===== config.mk =====
export PLATFORM = sky130hd
export DESIGN_NAME = two_level_priority_interrupt_unit
export DESIGN_NICKNAME = d
export VERILOG_FILES = /design/src/hdl/irq_ctrl_pkg.sv /design/src/hdl/two_level_priority_interrupt_unit.sv
export VERILOG_INCLUDE_DIRS = /design/src /design/src/hdl
export SDC_FILE = /design/constraint.sdc
export NUM_CORES = 1
export LEC_CHECK = 0
export ABC_AREA = 1
export BUFFER_PORTS_ARGS = -buffer_cell sky130_fd_sc_hd__buf_2
export CAP_MARGIN = 20
export CORE_ASPECT_RATIO = 1.75
export CORE_MARGIN = 2
export CORE_UTILIZATION = 59
export CTS_BUF_LIST = sky130_fd_sc_hd__clkbuf_2 sky130_fd_sc_hd__clkbuf_4 sky130_fd_sc_hd__clkbuf_8
export CTS_CLUSTER_DIAMETER = 40
export DETAILED_ROUTE_END_ITERATION = 16
export PLACE_DENSITY = 0.87
export SETUP_SLACK_MARGIN = 0.4
export SLEW_MARGIN = 10
export SYNTH_ARGS = -nofsm -noshare
export SYNTH_HDL_FRONTEND = slang
export SYNTH_SLANG_ARGS = --single-unit

===== constraint.sdc =====
create_clock -name ref_clk -period 2.1 [get_ports ref_clk]
set_input_delay 0.42 -clock ref_clk [delete_from_list [all_inputs] [get_ports ref_clk]]
set_output_delay 0.42 -clock ref_clk [all_outputs]
set_load 0.05 [all_outputs]

===== src/hdl/irq_ctrl_map.svh =====
`ifndef IRQ_CTRL_MAP_SVH
`define IRQ_CTRL_MAP_SVH
`define OFS_ICR 8'h00
`define OFS_RCR 8'h04
`define OFS_FLAG 8'h08
`define OFS_EN 8'h0C
`define OFS_PRI 8'h10
`define OFS_EDGE 8'h14
`define OFS_PORT 8'h18
`define OFS_STAT 8'h1C
`define BIT_HIGH_EN 7
`define BIT_LOW_EN 6
`define BIT_MODE 7
`define VEC_HIGH 16'h0008
`define VEC_LOW 16'h0018
`define SRC_PORT 0
`define SRC_EXT0 1
`define NUM_EXT 3
`define NUM_PORT 4
`define FIRST_PERIPH 4
`define EDGE_RESET 3'h7
`define PIN_LATENCY_MAX 4
`define RESP_OKAY 2'h0
`define RESP_SLVERR 2'h2
`endif


===== src/hdl/irq_ctrl_pkg.sv =====
package irq_ctrl_pkg;
  typedef enum logic [1:0] {SVC_IDLE, SVC_LOW, SVC_HIGH, SVC_HIGH_OVER_LOW} svc_state_t;
  typedef struct packed {
    logic take;
    logic high;
    logic [15:0] addr;
  } vector_t;
endpackage


===== src/hdl/two_level_priority_interrupt_unit.sv =====
// The register addresses and register access over AXI4-Lite were left to the implementer.
`timescale 1ns/1ns
`include "irq_ctrl_map.svh"
module two_level_priority_interrupt_unit #(
  parameter int NUM_PERIPH = 8
) (
  // clock and reset
  input wire logic ref_clk,
  input wire logic reset_n,
  // axi4-lite slave
  input wire logic [7:0] s_axi_awaddr,
  input wire logic s_axi_awvalid,
  output logic s_axi_awready,
  input wire logic [31:0] s_axi_wdata,
  input wire logic [3:0] s_axi_wstrb,
  input wire logic s_axi_wvalid,
  output logic s_axi_wready,
  output logic [1:0] s_axi_bresp,
  output logic s_axi_bvalid,
  input wire logic s_axi_bready,
  input wire logic [7:0] s_axi_araddr,
  input wire logic s_axi_arvalid,
  output logic s_axi_arready,
  output logic [31:0] s_axi_rdata,
  output logic [1:0] s_axi_rresp,
  output logic s_axi_rvalid,
  input wire logic s_axi_rready,
  // event sources
  input wire logic [`NUM_EXT-1:0] extPins,
  input wire logic [`NUM_PORT-1:0] port_b_inputs,
  input wire logic [NUM_PERIPH-1:0] periphEvents,
  // core side
  output irq_ctrl_pkg::vector_t vectorOut,
  input wire logic return_from_interrupt_op
);
  import irq_ctrl_pkg::*;
  localparam int NS = `FIRST_PERIPH + NUM_PERIPH;

  // ****************************************
  // pin synchronisers and event detection
  // ****************************************
  logic [`NUM_EXT-1:0] extS1_q, extS2_q, extPrev_q, extEvent;
  logic [`NUM_PORT-1:0] portS1_q, portS2_q, portLatch_q;
  logic [`NUM_EXT-1:0] external_edge_select_q;
  logic portRead;
  logic mismatch;

  genvar g;
  generate
    for (g = 0; g < `NUM_EXT; g++)
    begin : gExt
      always_ff @(posedge ref_clk)
      begin
        if (!reset_n)
        begin
          extS1_q[g] <= 1'b0;
          extS2_q[g] <= 1'b0;
          extPrev_q[g] <= 1'b0;
        end
        else
        begin
          extS1_q[g] <= extPins[g];
          extS2_q[g] <= extS1_q[g];
          extPrev_q[g] <= extS2_q[g];
        end
      end
      // rising when select is one, falling when zero
      assign extEvent[g] = external_edge_select_q[g] ? (extS2_q[g] & ~extPrev_q[g])
                                                     : (~extS2_q[g] & extPrev_q[g]);
    end
  endgenerate

  always_ff @(posedge ref_clk)
  begin
    if (!reset_n)
    begin
      portS1_q <= '0;
      portS2_q <= '0;
    end
    else
    begin
      portS1_q <= port_b_inputs;
      portS2_q <= portS1_q;
    end
  end

  // a port read resyncs the latch, ending the mismatch
  always_ff @(posedge ref_clk)
  begin
    if (!reset_n)
      portLatch_q <= '0;
    else if (portRead)
      portLatch_q <= portS2_q;
  end
  assign mismatch = (portS2_q != portLatch_q);

  logic [NS-1:0] srcEvent;
  assign srcEvent = {periphEvents, extEvent, mismatch};

  // ****************************************
  // register bus
  // ****************************************
  logic awHave_q, wHave_q;
  logic [7:0] awAddr_q;
  logic [31:0] wData_q;
  logic [3:0] wStrb_q;
  logic doWrite;
  logic [31:0] wMask;

  assign s_axi_awready = !awHave_q && !s_axi_bvalid;
  assign s_axi_wready = !wHave_q && !s_axi_bvalid;
  assign s_axi_arready = !s_axi_rvalid;
  assign doWrite = awHave_q && wHave_q && !s_axi_bvalid;
  assign wMask = {{8{wStrb_q[3]}}, {8{wStrb_q[2]}}, {8{wStrb_q[1]}}, {8{wStrb_q[0]}}};

  always_ff @(posedge ref_clk)
  begin
    if (!reset_n)
    begin
      awHave_q <= 1'b0;
      wHave_q <= 1'b0;
      awAddr_q <= '0;
      wData_q <= '0;
      wStrb_q <= '0;
    end
    else
    begin
      if (s_axi_awvalid && s_axi_awready)
      begin
        awHave_q <= 1'b1;
        awAddr_q <= s_axi_awaddr;
      end
      else if (doWrite)
        awHave_q <= 1'b0;
      if (s_axi_wvalid && s_axi_wready)
      begin
        wHave_q <= 1'b1;
        wData_q <= s_axi_wdata;
        wStrb_q <= s_axi_wstrb;
      end
      else if (doWrite)
        wHave_q <= 1'b0;
    end
  end

  logic mapped;
  always_comb
  begin
    case (awAddr_q)
      `OFS_ICR, `OFS_RCR, `OFS_FLAG, `OFS_EN, `OFS_PRI, `OFS_EDGE, `OFS_PORT, `OFS_STAT: mapped = 1'b1;
      default: mapped = 1'b0;
    endcase
  end

  always_ff @(posedge ref_clk)
  begin
    if (!reset_n)
    begin
      s_axi_bvalid <= 1'b0;
      s_axi_bresp <= `RESP_OKAY;
    end
    else if (doWrite)
    begin
      s_axi_bvalid <= 1'b1;
      s_axi_bresp <= mapped ? `RESP_OKAY : `RESP_SLVERR;
    end
    else if (s_axi_bready)
      s_axi_bvalid <= 1'b0;
  end

  function automatic logic [31:0] merge(input logic [31:0] old, input logic [31:0] val, input logic [31:0] m);
    merge = (old & ~m) | (val & m);
  endfunction

  logic wrIcr, wrRcr, wrFlag, wrEn, wrPri, wrEdge;
  assign wrIcr = doWrite && awAddr_q == `OFS_ICR;
  assign wrRcr = doWrite && awAddr_q == `OFS_RCR;
  assign wrFlag = doWrite && awAddr_q == `OFS_FLAG;
  assign wrEn = doWrite && awAddr_q == `OFS_EN;
  assign wrPri = doWrite && awAddr_q == `OFS_PRI;
  assign wrEdge = doWrite && awAddr_q == `OFS_EDGE;

  // ****************************************
  // per-source bits and global gates
  // ****************************************
  logic [NS-1:0] flag_q, enable_q, priority_q;
  logic high_level_global_enable_q, low_level_global_enable_q, priority_mode_enable_q;
  logic [31:0] wFlag;
  assign wFlag = merge(32'(flag_q), wData_q, wMask);

  // hardware set wins over a software clear in the same cycle
  always_ff @(posedge ref_clk)
  begin
    if (!reset_n)
      flag_q <= '0;
    else
      flag_q <= srcEvent | (wrFlag ? wFlag[NS-1:0] : flag_q);
  end

  logic [31:0] wEn, wPri;
  assign wEn = merge(32'(enable_q), wData_q, wMask);
  assign wPri = merge(32'(priority_q), wData_q, wMask);
  always_ff @(posedge ref_clk)
  begin
    if (!reset_n)
    begin
      enable_q <= '0;
      priority_q <= '1;
      external_edge_select_q <= `EDGE_RESET;
      priority_mode_enable_q <= 1'b0;
    end
    else
    begin
      if (wrEn)
        enable_q <= wEn[NS-1:0];
      if (wrPri)
        priority_q <= wPri[NS-1:0];
      if (wrEdge && wStrb_q[0])
        external_edge_select_q <= wData_q[`NUM_EXT-1:0];
      if (wrRcr && wStrb_q[0])
        priority_mode_enable_q <= wData_q[`BIT_MODE];
    end
  end

  // ****************************************
  // arbitration and service tracking
  // ****************************************
  svc_state_t svc_q;
  logic [NS-1:0] live, periphMask;
  logic highReq, lowReq, takeHigh, takeLow, retHigh, retLow;

  assign periphMask = {{NUM_PERIPH{1'b1}}, {`FIRST_PERIPH{1'b0}}};
  assign live = flag_q & enable_q;

  always_comb
  begin
    if (priority_mode_enable_q)
    begin
      highReq = |(live & priority_q) && high_level_global_enable_q;
      lowReq = |(live & ~priority_q) && high_level_global_enable_q && low_level_global_enable_q;
    end
    else
    begin
      // priority bits ignored; bit6 gates peripherals, bit7 all
      highReq = high_level_global_enable_q &&
                |(live & (~periphMask | {NS{low_level_global_enable_q}}));
      lowReq = 1'b0;
    end
  end

  assign takeHigh = highReq && svc_q != SVC_HIGH && svc_q != SVC_HIGH_OVER_LOW;
  assign takeLow = !takeHigh && lowReq && svc_q == SVC_IDLE;
  assign retHigh = return_from_interrupt_op && (svc_q == SVC_HIGH || svc_q == SVC_HIGH_OVER_LOW);
  assign retLow = return_from_interrupt_op && svc_q == SVC_LOW;

  always_ff @(posedge ref_clk)
  begin
    if (!reset_n)
      svc_q <= SVC_IDLE;
    else if (takeHigh)
      svc_q <= (svc_q == SVC_LOW) ? SVC_HIGH_OVER_LOW : SVC_HIGH;
    else if (takeLow)
      svc_q <= SVC_LOW;
    else if (return_from_interrupt_op)
    begin
      case (svc_q)
        SVC_HIGH_OVER_LOW: svc_q <= SVC_LOW;
        SVC_HIGH, SVC_LOW: svc_q <= SVC_IDLE;
        default: svc_q <= SVC_IDLE;
      endcase
    end
  end

  // hardware clear/restore takes precedence over a software write
  always_ff @(posedge ref_clk)
  begin
    if (!reset_n)
    begin
      high_level_global_enable_q <= 1'b0;
      low_level_global_enable_q <= 1'b0;
    end
    else
    begin
      if (takeHigh)
        high_level_global_enable_q <= 1'b0;
      else if (retHigh)
        high_level_global_enable_q <= 1'b1;
      else if (wrIcr && wStrb_q[0])
        high_level_global_enable_q <= wData_q[`BIT_HIGH_EN];
      if (takeLow)
        low_level_global_enable_q <= 1'b0;
      else if (retLow)
        low_level_global_enable_q <= 1'b1;
      else if (wrIcr && wStrb_q[0])
        low_level_global_enable_q <= wData_q[`BIT_LOW_EN];
    end
  end

  // one-cycle strobe: core pushes return address and jumps
  always_ff @(posedge ref_clk)
  begin
    if (!reset_n)
      vectorOut <= '0;
    else
    begin
      vectorOut.take <= takeHigh || takeLow;
      vectorOut.high <= takeHigh;
      vectorOut.addr <= takeLow ? `VEC_LOW : `VEC_HIGH;
    end
  end

  // ****************************************
  // read path
  // ****************************************
  logic [31:0] rdMux;
  logic rdOk;
  always_comb
  begin
    rdMux = '0;
    rdOk = 1'b1;
    case (s_axi_araddr)
      `OFS_ICR: rdMux = 32'({high_level_global_enable_q, low_level_global_enable_q, 6'h00});
      `OFS_RCR: rdMux = 32'({priority_mode_enable_q, 7'h00});
      `OFS_FLAG: rdMux = 32'(flag_q);
      `OFS_EN: rdMux = 32'(enable_q);
      `OFS_PRI: rdMux = 32'(priority_q);
      `OFS_EDGE: rdMux = 32'(external_edge_select_q);
      `OFS_PORT: rdMux = 32'(portS2_q);
      `OFS_STAT: rdMux = 32'(svc_q);
      default: rdOk = 1'b0;
    endcase
  end
  assign portRead = s_axi_arvalid && s_axi_arready && s_axi_araddr == `OFS_PORT;

  always_ff @(posedge ref_clk)
  begin
    if (!reset_n)
    begin
      s_axi_rvalid <= 1'b0;
      s_axi_rdata <= '0;
      s_axi_rresp <= `RESP_OKAY;
    end
    else if (s_axi_arvalid && s_axi_arready)
    begin
      s_axi_rvalid <= 1'b1;
      s_axi_rdata <= rdMux;
      s_axi_rresp <= rdOk ? `RESP_OKAY : `RESP_SLVERR;
    end
    else if (s_axi_rready)
      s_axi_rvalid <= 1'b0;
  end

  // ****************************************
  // checks
  // ****************************************
  AST_VEC_ADDR: assert property (@(posedge ref_clk) disable iff (!reset_n)
    vectorOut.take |-> vectorOut.addr == (vectorOut.high ? `VEC_HIGH : `VEC_LOW))
    else $error("vector address does not match level");
  AST_COMPAT_HIGH: assert property (@(posedge ref_clk) disable iff (!reset_n)
    !priority_mode_enable_q && (takeHigh || takeLow) |=> vectorOut.addr == `VEC_HIGH)
    else $error("compatibility mode used low vector");
  AST_PREEMPT: assert property (@(posedge ref_clk) disable iff (!reset_n)
    svc_q == SVC_LOW && highReq |=> svc_q == SVC_HIGH_OVER_LOW && vectorOut.take)
    else $error("high request did not pre-empt low service");
  AST_HOLD_LOW: assert property (@(posedge ref_clk) disable iff (!reset_n)
    (svc_q == SVC_HIGH || svc_q == SVC_HIGH_OVER_LOW) |=> !(vectorOut.take && !vectorOut.high))
    else $error("low request taken during high service");
  AST_CLEAR_GATE: assert property (@(posedge ref_clk) disable iff (!reset_n)
    takeHigh |=> !high_level_global_enable_q)
    else $error("high gate not cleared on accept");
  AST_CLEAR_LOW: assert property (@(posedge ref_clk) disable iff (!reset_n)
    takeLow |=> !low_level_global_enable_q && high_level_global_enable_q)
    else $error("wrong gate cleared on low accept");
  AST_RESTORE: assert property (@(posedge ref_clk) disable iff (!reset_n)
    retHigh && !takeHigh |=> high_level_global_enable_q)
    else $error("return did not restore high gate");
  AST_FLAG_SET: assert property (@(posedge ref_clk) disable iff (!reset_n)
    srcEvent[`SRC_EXT0] |=> flag_q[`SRC_EXT0])
    else $error("event did not set its flag");
  AST_DISABLED: assert property (@(posedge ref_clk) disable iff (!reset_n)
    (live == '0) |=> !vectorOut.take)
    else $error("vector with no enabled flag");
  AST_PIN_LAT: assert property (@(posedge ref_clk) disable iff (!reset_n)
    $rose(extS2_q[0]) && external_edge_select_q[0] && enable_q[`SRC_EXT0]
      && (priority_q[`SRC_EXT0] || !priority_mode_enable_q)
      && high_level_global_enable_q && svc_q == SVC_IDLE && !return_from_interrupt_op && !wrIcr
      && !wrEn && !wrEdge && !wrPri && !wrRcr |-> ##2 vectorOut.take)
    else $error("pin event latency exceeded");
endmodule

==> metrics.md, run 1 <==
| Metric | Value |
|---|---|
| Die Wd | `73.74 um` |
| Via density | `5.310` |
| GRT Residual Overflow | `0` |
| CTS tree | `yes` |
| VDD IR max | `0.6603 mV` |
| RSZ-0062 raised after global routing | `yes` |
| Worst EP required | `1680 ps` |
| Mux contribution to synthesized area | `0` |
| Arr. time, crit path | `1220 ps` |
| DR pass1 iterations | `6` |
| Vias | `4,614` |
| EDFF count, synth | `0` |
| Comb power frac | `0.138` |
| Root Buffer | `clkbuf_8` |
| Hold-fix buffers, CTS | `0` |
| Synth Area in Adders | `0` |
| WP depth | `2` |
| Crit path from | `s_axi_bvalid` |
| Origin of the critical flop-to-flop path | `s_axi_bvalid` |
| Hold Fails Final Rpt | `0` |
| Max frequency | `608.1 MHz` |
| Overall global routing resource usage | `0.2563` |
| Netlist cell types | `28` |
| Worst Tran Pin Value | `522.0 ps` |
| Pint | `2.753 mW` |
| Max-cap viol count | `0` |
| Total negative setup slack | `0 ps` |
| Hold depth | `3` |
| Leading area contributor after synthesis | `dfxtp_1` |
| Num CTS Buffers | `9` |
| Post-synthesis xor/xnor area fraction | `0.003489` |
| R2R cell count | `6` |
| Leakage power | `2.783 nW` |
| Status | `finished, final reports clean` |
| Initial core utilization | `0.6080` |
| Top post-synthesis cells by area | `dfxtp_1, nand2_1, inv_1` |
| Min Tclk post-route | `1645 ps` |
| Power density over cell area | `709.1 nW/um^2` |
| Max stage delay on crit path | `400 ps` |
| Synth Area in Compound Gates | `0.1742` |
| Commonest register cell after synthesis | `dfxtp_1` |
| Detailed-route wire length per cell | `13.22 um` |
| DP Wirelength | `8678 um` |
| Share of cells above drive strength 1 | `0.1660` |
| Post-synth top area share | `0.4386` |
| Synth warn | `0` |
| Most frequent cell after synthesis | `nand2_1` |
| Residual DRC | `0` |
| Synth async-reset ratio | `0` |
| CP max-delay cell | `dfxtp_1` |
| Antenna violations before repair | `0` |
| Largest family of logic cells by synthesized area | `simple AND/OR/NAND/NOR gates` |
| Setup crit end kind | `primary output` |
| Fin. max-slew vios | `0` |
| Crit-path max FO | `5` |
| Final setup viols | `0` |
| CP Buf/Inv Count | `1` |
| Setup skew after layout | `8.712 ps` |
| # diodes | `0` |
| Sw frac | `0.3055` |
| Largest net degree at the start of global routing | `45` |
| Slew headroom | `0.6516` |
| Antenna Violating Nets Remaining | `0` |
| Hold WS | `211.4 ps` |
| CTS sink count | `110` |
| WL final | `11,480 um` |
| Initial DRC count | `239` |
| Crit path cell chain | `nor2_4 > clkbuf_4` |
| Setup crit start kind | `flip-flop` |
| # IOs | `134` |
| Die Y | `126.0 um` |
| Placer Congestion | `0.9238` |
| Simple-gate share of the synthesized area | `0.2350` |
| Clk_lat worst skew | `380 ps` |
| Crit share post-route | `0.7831` |
| Core footprint | `8258 sq um` |
| Synthesized area per cell | `7.204 sq um` |
| Vias in the first global route | `4,460` |
| H-Tree Level Count | `3` |
| I/O Buffers | `75` |
| HP Start | `port_b_inputs[2]` |
| Final net count | `847` |
| Top cells by count, synth | `nand2_1, dfxtp_1, inv_1, o21ai_0, a21oi_1` |
| Clock network power share | `0.298` |
| CP delay by family, top | `flip-flops` |
| First-pass GRT wire length | `18,860 um` |
| Synth Register Bits | `110` |
| Sequential power share | `0.564` |
| Type of the tightest min-delay check | `input port to flip-flop` |
| Synth Instances | `697` |
| Clock Tree Buf Depth | `2` |
| Post-synthesis cell area | `5021 sq um` |
| Post-synthesis sequential area ratio | `0.4386` |
| Row count | `44` |
| Clock-pin slew on the worst setup and hold paths | `100 ps` |
| Synthesis-to-layout area growth | `11.31%` |
| Die Area | `9293 sq um` |
| CP Class | `flip-flop to primary output` |
| Switching pwr | `1.211 mW` |
-- worst paths after layout --
path,to,slack (ps)
worst max register to register,external_edge_select_q[2],460
worst min-delay path,portS1_q[2],210
worst max-delay path,s_axi_wready,460
worst min register to register,s_axi_bresp[1],420
-- per-layer routing --
metal	part of all wire	routed length, um	GRT usage
met2	0.53	6034	0.4596
met5	0	0	0
met4	0.039	447	0.1283
met3	0.057	657	0.05200
met1	0.38	4344	0.2727
-- final cells by class --
type                            count  area [sq um]
Multi-Input combinational cell    466          2242
Fill cell                         707          2669
Clock buffer                        9         123.9
Sequential cell                   110          2205
Inverter                          100         379.1
Clock inverter                      7         58.81
Timing Repair Buffer               85         465.4
Tap cell                           92         115.1
-- logic make-up after synthesis --
logic type | after synthesis
AOI/OAI and AO/OA | 158
xor gates and xnor gates | 2
buffers and inverters | 156
DFF | 110
other | 1
and+or+nand+nor | 270
-- what timing repair did --
action                     in CTS  in global routing
setup endpoints to repair       3                 43
resized for setup               0                  8
setup buffers                   1                  2
pin swaps                       1                  3
-- per-stage QoR --
| step | instance area, sq um | utilization | total power [mW] | setup slack, ps | instances |
|---|---|---|---|---|---|
| floorplan | 5172 | - | 2.729 | 412.0 | 732 |
| global placement | 5348 | 0.6476 | 2.786 | 308.9 | 850 |
| detailed placement | 5348 | 0.6476 | 2.811 | 231.9 | 850 |
| CTS | 5550 | 0.6721 | 3.965 | 384.6 | 867 |
| global route | 5589 | 0.6768 | 4.122 | 357.2 | 869 |
| finish | 5589 | 0.6768 | 3.963 | 455.5 | 869 |
-- power groups by stage --
stage                     Clock (mW)  Sequential [mW]  Combinational [mW]
after floorplan                    0             2.29               0.442
after global placement             0             2.27               0.512
after detailed placement           0             2.28               0.530
after CTS                       1.20             2.23               0.533
after global routing            1.28             2.24               0.597
final                           1.18             2.23               0.546
-- cell usage in the layout, fill, tap and decap left out, types with 4 or more instances in the layout --
cell        n
nand2_2     8
buf_4       9
nor2_1     46
o211ai_2    4
dfxtp_1   108
clkbuf_8    9
inv_1      99
conb_1     36
nand3_1    39
nor2_4      4
o21ai_1     7
o21ai_0    62
buf_2      74
nand2_1   150
a21oi_1    61
o211ai_1   17
nand3_2     5
nand4_1     6
nor3_1      7
-- worst reg2reg max path, delay by kind of cell (launching register included) --
kind             cells  cell delay (ps)
AND/OR/NAND/NOR      5             1010
AO/OA/AOI/OAI        1               90
flip-flops           1              400
Note: power is estimated with default switching activity, not from simulation.
==> run 2: changes to the inputs <==
--- a/config.mk
+++ b/config.mk
@@ -6,16 +6,16 @@
 export SDC_FILE = /design/constraint.sdc
 export NUM_CORES = 1
 export LEC_CHECK = 0
-export ABC_AREA = 1
+export ABC_AREA = 0
 export BUFFER_PORTS_ARGS = -buffer_cell sky130_fd_sc_hd__buf_2
 export CAP_MARGIN = 20
 export CORE_ASPECT_RATIO = 1.75
 export CORE_MARGIN = 2
-export CORE_UTILIZATION = 59
+export CORE_UTILIZATION = 54
 export CTS_BUF_LIST = sky130_fd_sc_hd__clkbuf_2 sky130_fd_sc_hd__clkbuf_4 sky130_fd_sc_hd__clkbuf_8
 export CTS_CLUSTER_DIAMETER = 40
 export DETAILED_ROUTE_END_ITERATION = 16
-export PLACE_DENSITY = 0.87
+export PLACE_DENSITY = 0.81
 export SETUP_SLACK_MARGIN = 0.4
 export SLEW_MARGIN = 10
 export SYNTH_ARGS = -nofsm -noshare
==> constraint.sdc (replaced) <==
create_clock -name ref_clk -period 1.6 [get_ports ref_clk]
set_input_delay 0.32 -clock ref_clk [delete_from_list [all_inputs] [get_ports ref_clk]]
set_output_delay 0.32 -clock ref_clk [all_outputs]
set_load 0.05 [all_outputs]
==> run 2 against run 1 <==
- clock-buffer cell count is the same
- setup slack lost 810 ps
- global-route usage grew 0.16 points
- the flow now finishes with violations (negative setup slack)
- critical path depth grew 4
- core utilization grew 7.6 points
- first-iteration DRC count grew 53%
- final area grew 21%
- critical endpoint is now flag_q[4]
- clock power grew 45%
- routed wire length grew 15%
- die area grew 7.6%
==> metrics.md, run 2 <==
| Metric | Value |
|---|---|
| First-pass GRT wire length | `20,270 um` |
| Antenna violations before repair | `0` |
| DP Wirelength | `8982 um` |
| Hold Path Sink | `portS1_q[2]` |
| Initial core utilization | `0.5523` |
| Residual DRC | `0` |
| Storage element area | `2257 sq um` |
| Commonest register cell after synthesis | `dfxtp_1` |
| CTS tree | `yes` |
| Setup crit start kind | `flip-flop` |
| Row count | `46` |
| Via density | `5.474` |
| Top routing layer in use | `met4` |
| I/O Buffers | `75` |
| Filler cells | `619` |
| Hold-fix buffers, CTS | `0` |
| Power density over cell area | `811.7 nW/um^2` |
| Hold Fails Final Rpt | `0` |
| VDD IR max | `0.6455 mV` |
| Multi-input gate area | `2925 sq um` |
| DR pass1 iterations | `7` |
| CP delay by family, top | `simple AND/OR/NAND/NOR gates` |
| R2R cell count | `6` |
| Min Tclk post-route | `1951 ps` |
| Setup skew after layout | `15.10 ps` |
| Initial DRC count | `365` |
| Final setup viols | `42` |
| Die Area | `9995 sq um` |
| CP max-delay cell | `or3_4` |
| Setup crit end kind | `flip-flop` |
| Hold WS | `131.7 ps` |
| Leakage power | `2.807 nW` |
| Wire length on met1 | `4783 um` |
| Clock Tree Buf Depth | `2` |
| Die Y | `130.8 um` |
| Hold depth | `2` |
| RSZ-0062 raised after global routing | `yes` |
| Top post-synthesis cells by area | `dfxtp_1, nand2_1, buf_4` |
| Num CTS Buffers | `9` |
| Synth Instances | `548` |
| CP Buf/Inv Count | `0` |
| Max-cap viol count | `0` |
| Final setup margin | `-350.8 ps` |
| WP depth | `6` |
| Max stage delay on crit path | `420 ps` |
| Met2 wire len | `7297 um` |
| Synthesized area per cell | `9.048 sq um` |
| Clk_lat worst skew | `390 ps` |
| Vias in the first global route | `4,209` |
| Final net count | `747` |
| Synth Register Bits | `110` |
| Max frequency | `512.6 MHz` |
| Post-synthesis sequential area ratio | `0.4441` |
| H-Tree Level Count | `3` |
| Top cells by count, synth | `nand2_1, dfxtp_1, buf_4, a21boi_0, mux2i_1` |
| Placed inst area | `5653 sq um` |
| Synth async-reset ratio | `0` |
| Post-synthesis cell area | `4959 sq um` |
| Post-synth top area share | `0.4441` |
| Overall global routing resource usage | `0.2579` |
| Leading area contributor after synthesis | `dfxtp_1` |
| EDFF count, synth | `0` |
| Post-route cell area | `6759 sq um` |
| Antenna Violating Nets Remaining | `0` |
| WL final | `13,170 um` |
| Origin of the critical flop-to-flop path | `awAddr_q[6]` |
| Status | `finished with violations` |
| Crit-path max FO | `5` |
| CP Class | `flip-flop to flip-flop` |
| Crit share post-route | `1.219` |
| CTS sink count | `110` |
| Synthesis-to-layout area growth | `36.31%` |
| HP Start | `port_b_inputs[2]` |
| Clock-pin slew on the worst setup and hold paths | `100 ps` |
| Placer Congestion | `0.9451` |
| Failing checks | `negative setup slack` |
| Tot Pwr | `5.486 mW` |
| R2r endpoint | `flag_q[4]` |
| R2r setup slk | `-350 ps` |
| Crit path cell chain | `or3_4 > nor4_4 > nand2b_1 > nor2_4 > mux2_1 > o21a_1` |
| Die Wd | `76.44 um` |
| # IOs | `134` |
| Detailed-route wire length per cell | `16.53 um` |
| Synth warn | `0` |
| Vias | `4,363` |
| Largest net degree at the start of global routing | `61` |
| Core footprint | `8979 sq um` |
| Share of cells above drive strength 1 | `0.4151` |
| Arr. time, crit path | `2240 ps` |
| Root Buffer | `clkbuf_8` |
| Commonest non-fill, non-tap cell in the layout | `nand2_1` |
| Most frequent cell after synthesis | `nand2_1` |
| Most frequent cells in the layout | `nand2_1, dfxtp_1, buf_2` |
| # diodes | `0` |
| Netlist cell types | `54` |
| Worst EP required | `1890 ps` |
| Fin. max-slew vios | `0` |
| Metal3 WL | `609 um` |
| Type of the tightest min-delay check | `input port to flip-flop` |
| GRT Residual Overflow | `0` |
==> run 2: changes by cell type after synthesis, sizes merged, moves of 20 or more <==
cell | previous run | this run
inv | 100 | 4
a21oi | 61 | 8
nand2 | 158 | 112
a21boi | 0 | 43
o21ai | 69 | 30
nor2 | 50 | 18
nand3 | 45 | 15
mux2i | 0 | 24
and2 | 1 | 21
o211ai | 21 | 1
==> run 2: cell families after synthesis <==
logic type,after synthesis,share of synthesized area
and+or+nand+nor,217,0.2281
AOI/OAI and AO/OA,117,0.1615
other,1,0.0007563
DFF,110,0.4441
buffers and inverters,63,0.07822
xor gates and xnor gates,4,0.007065
muxes,36,0.08024
==> run 2: layer usage <==
| metal | global-route usage | vias to the layer above |
|---|---|---|
| li1 | - | 2088 |
| met1 | 0.2665 | 2068 |
| met2 | 0.4997 | 172 |
| met3 | 0.05151 | 35 |
| met4 | 0.1166 | 0 |
| met5 | 0 | - |
==> run 2: through the flow <==
stage	util	worst slack, ps	setup TNS [ps]	cells
2_1_floorplan	-	-321.2	-8806	583
3_3_place_gp	0.6296	-367.1	-10340	763
3_5_place_dp	0.6296	-434.0	-12810	763
4_1_cts	0.7147	-327.4	-7394	790
5_1_grt	0.7528	-412.4	-10440	797
6_report	0.7528	-350.8	-7329	797
==> run 2: how the worst max path moves through the flow <==
stage,slack [ps],endpoint,from
after global routing,-410,flag_q[2],awAddr_q[6]
after floorplan,-320,flag_q[4],s_axi_bvalid
after CTS,-330,flag_q[7],awAddr_q[6]
after detailed placement,-430,flag_q[8],awAddr_q[5]
final,-350,flag_q[4],awAddr_q[6]
after global placement,-370,flag_q[8],awAddr_q[5]
==> run 2: final cells by class <==
type / count / share of cell area
flip-flops and latches: 110 / 0.3339
multi-input cells: 410 / 0.4328
well taps: 120 / 0.02221
repair buffers: 137 / 0.1794
clock inverters: 7 / 0.01111
inverters: 4 / 0.002221
clock buffers: 9 / 0.01833
==> run 2: timing repair <==
| item | CTS | global route |
|---|---|---|
| pin swaps | 25 | 25 |
| buffers inserted | 8 | 6 |
| gates resized for setup | 162 | 97 |
| cloned | 3 | 1 |
| setup endpoints to repair | 110 | 104 |
==> run 2: where the power goes <==
| part | switching [mW] | internal (mW) |
|---|---|---|
| clock network | 0.980 | 0.726 |
| registers | 0.0884 | 2.83 |
| logic | 0.534 | 0.326 |
| total | 1.60 | 3.88 |
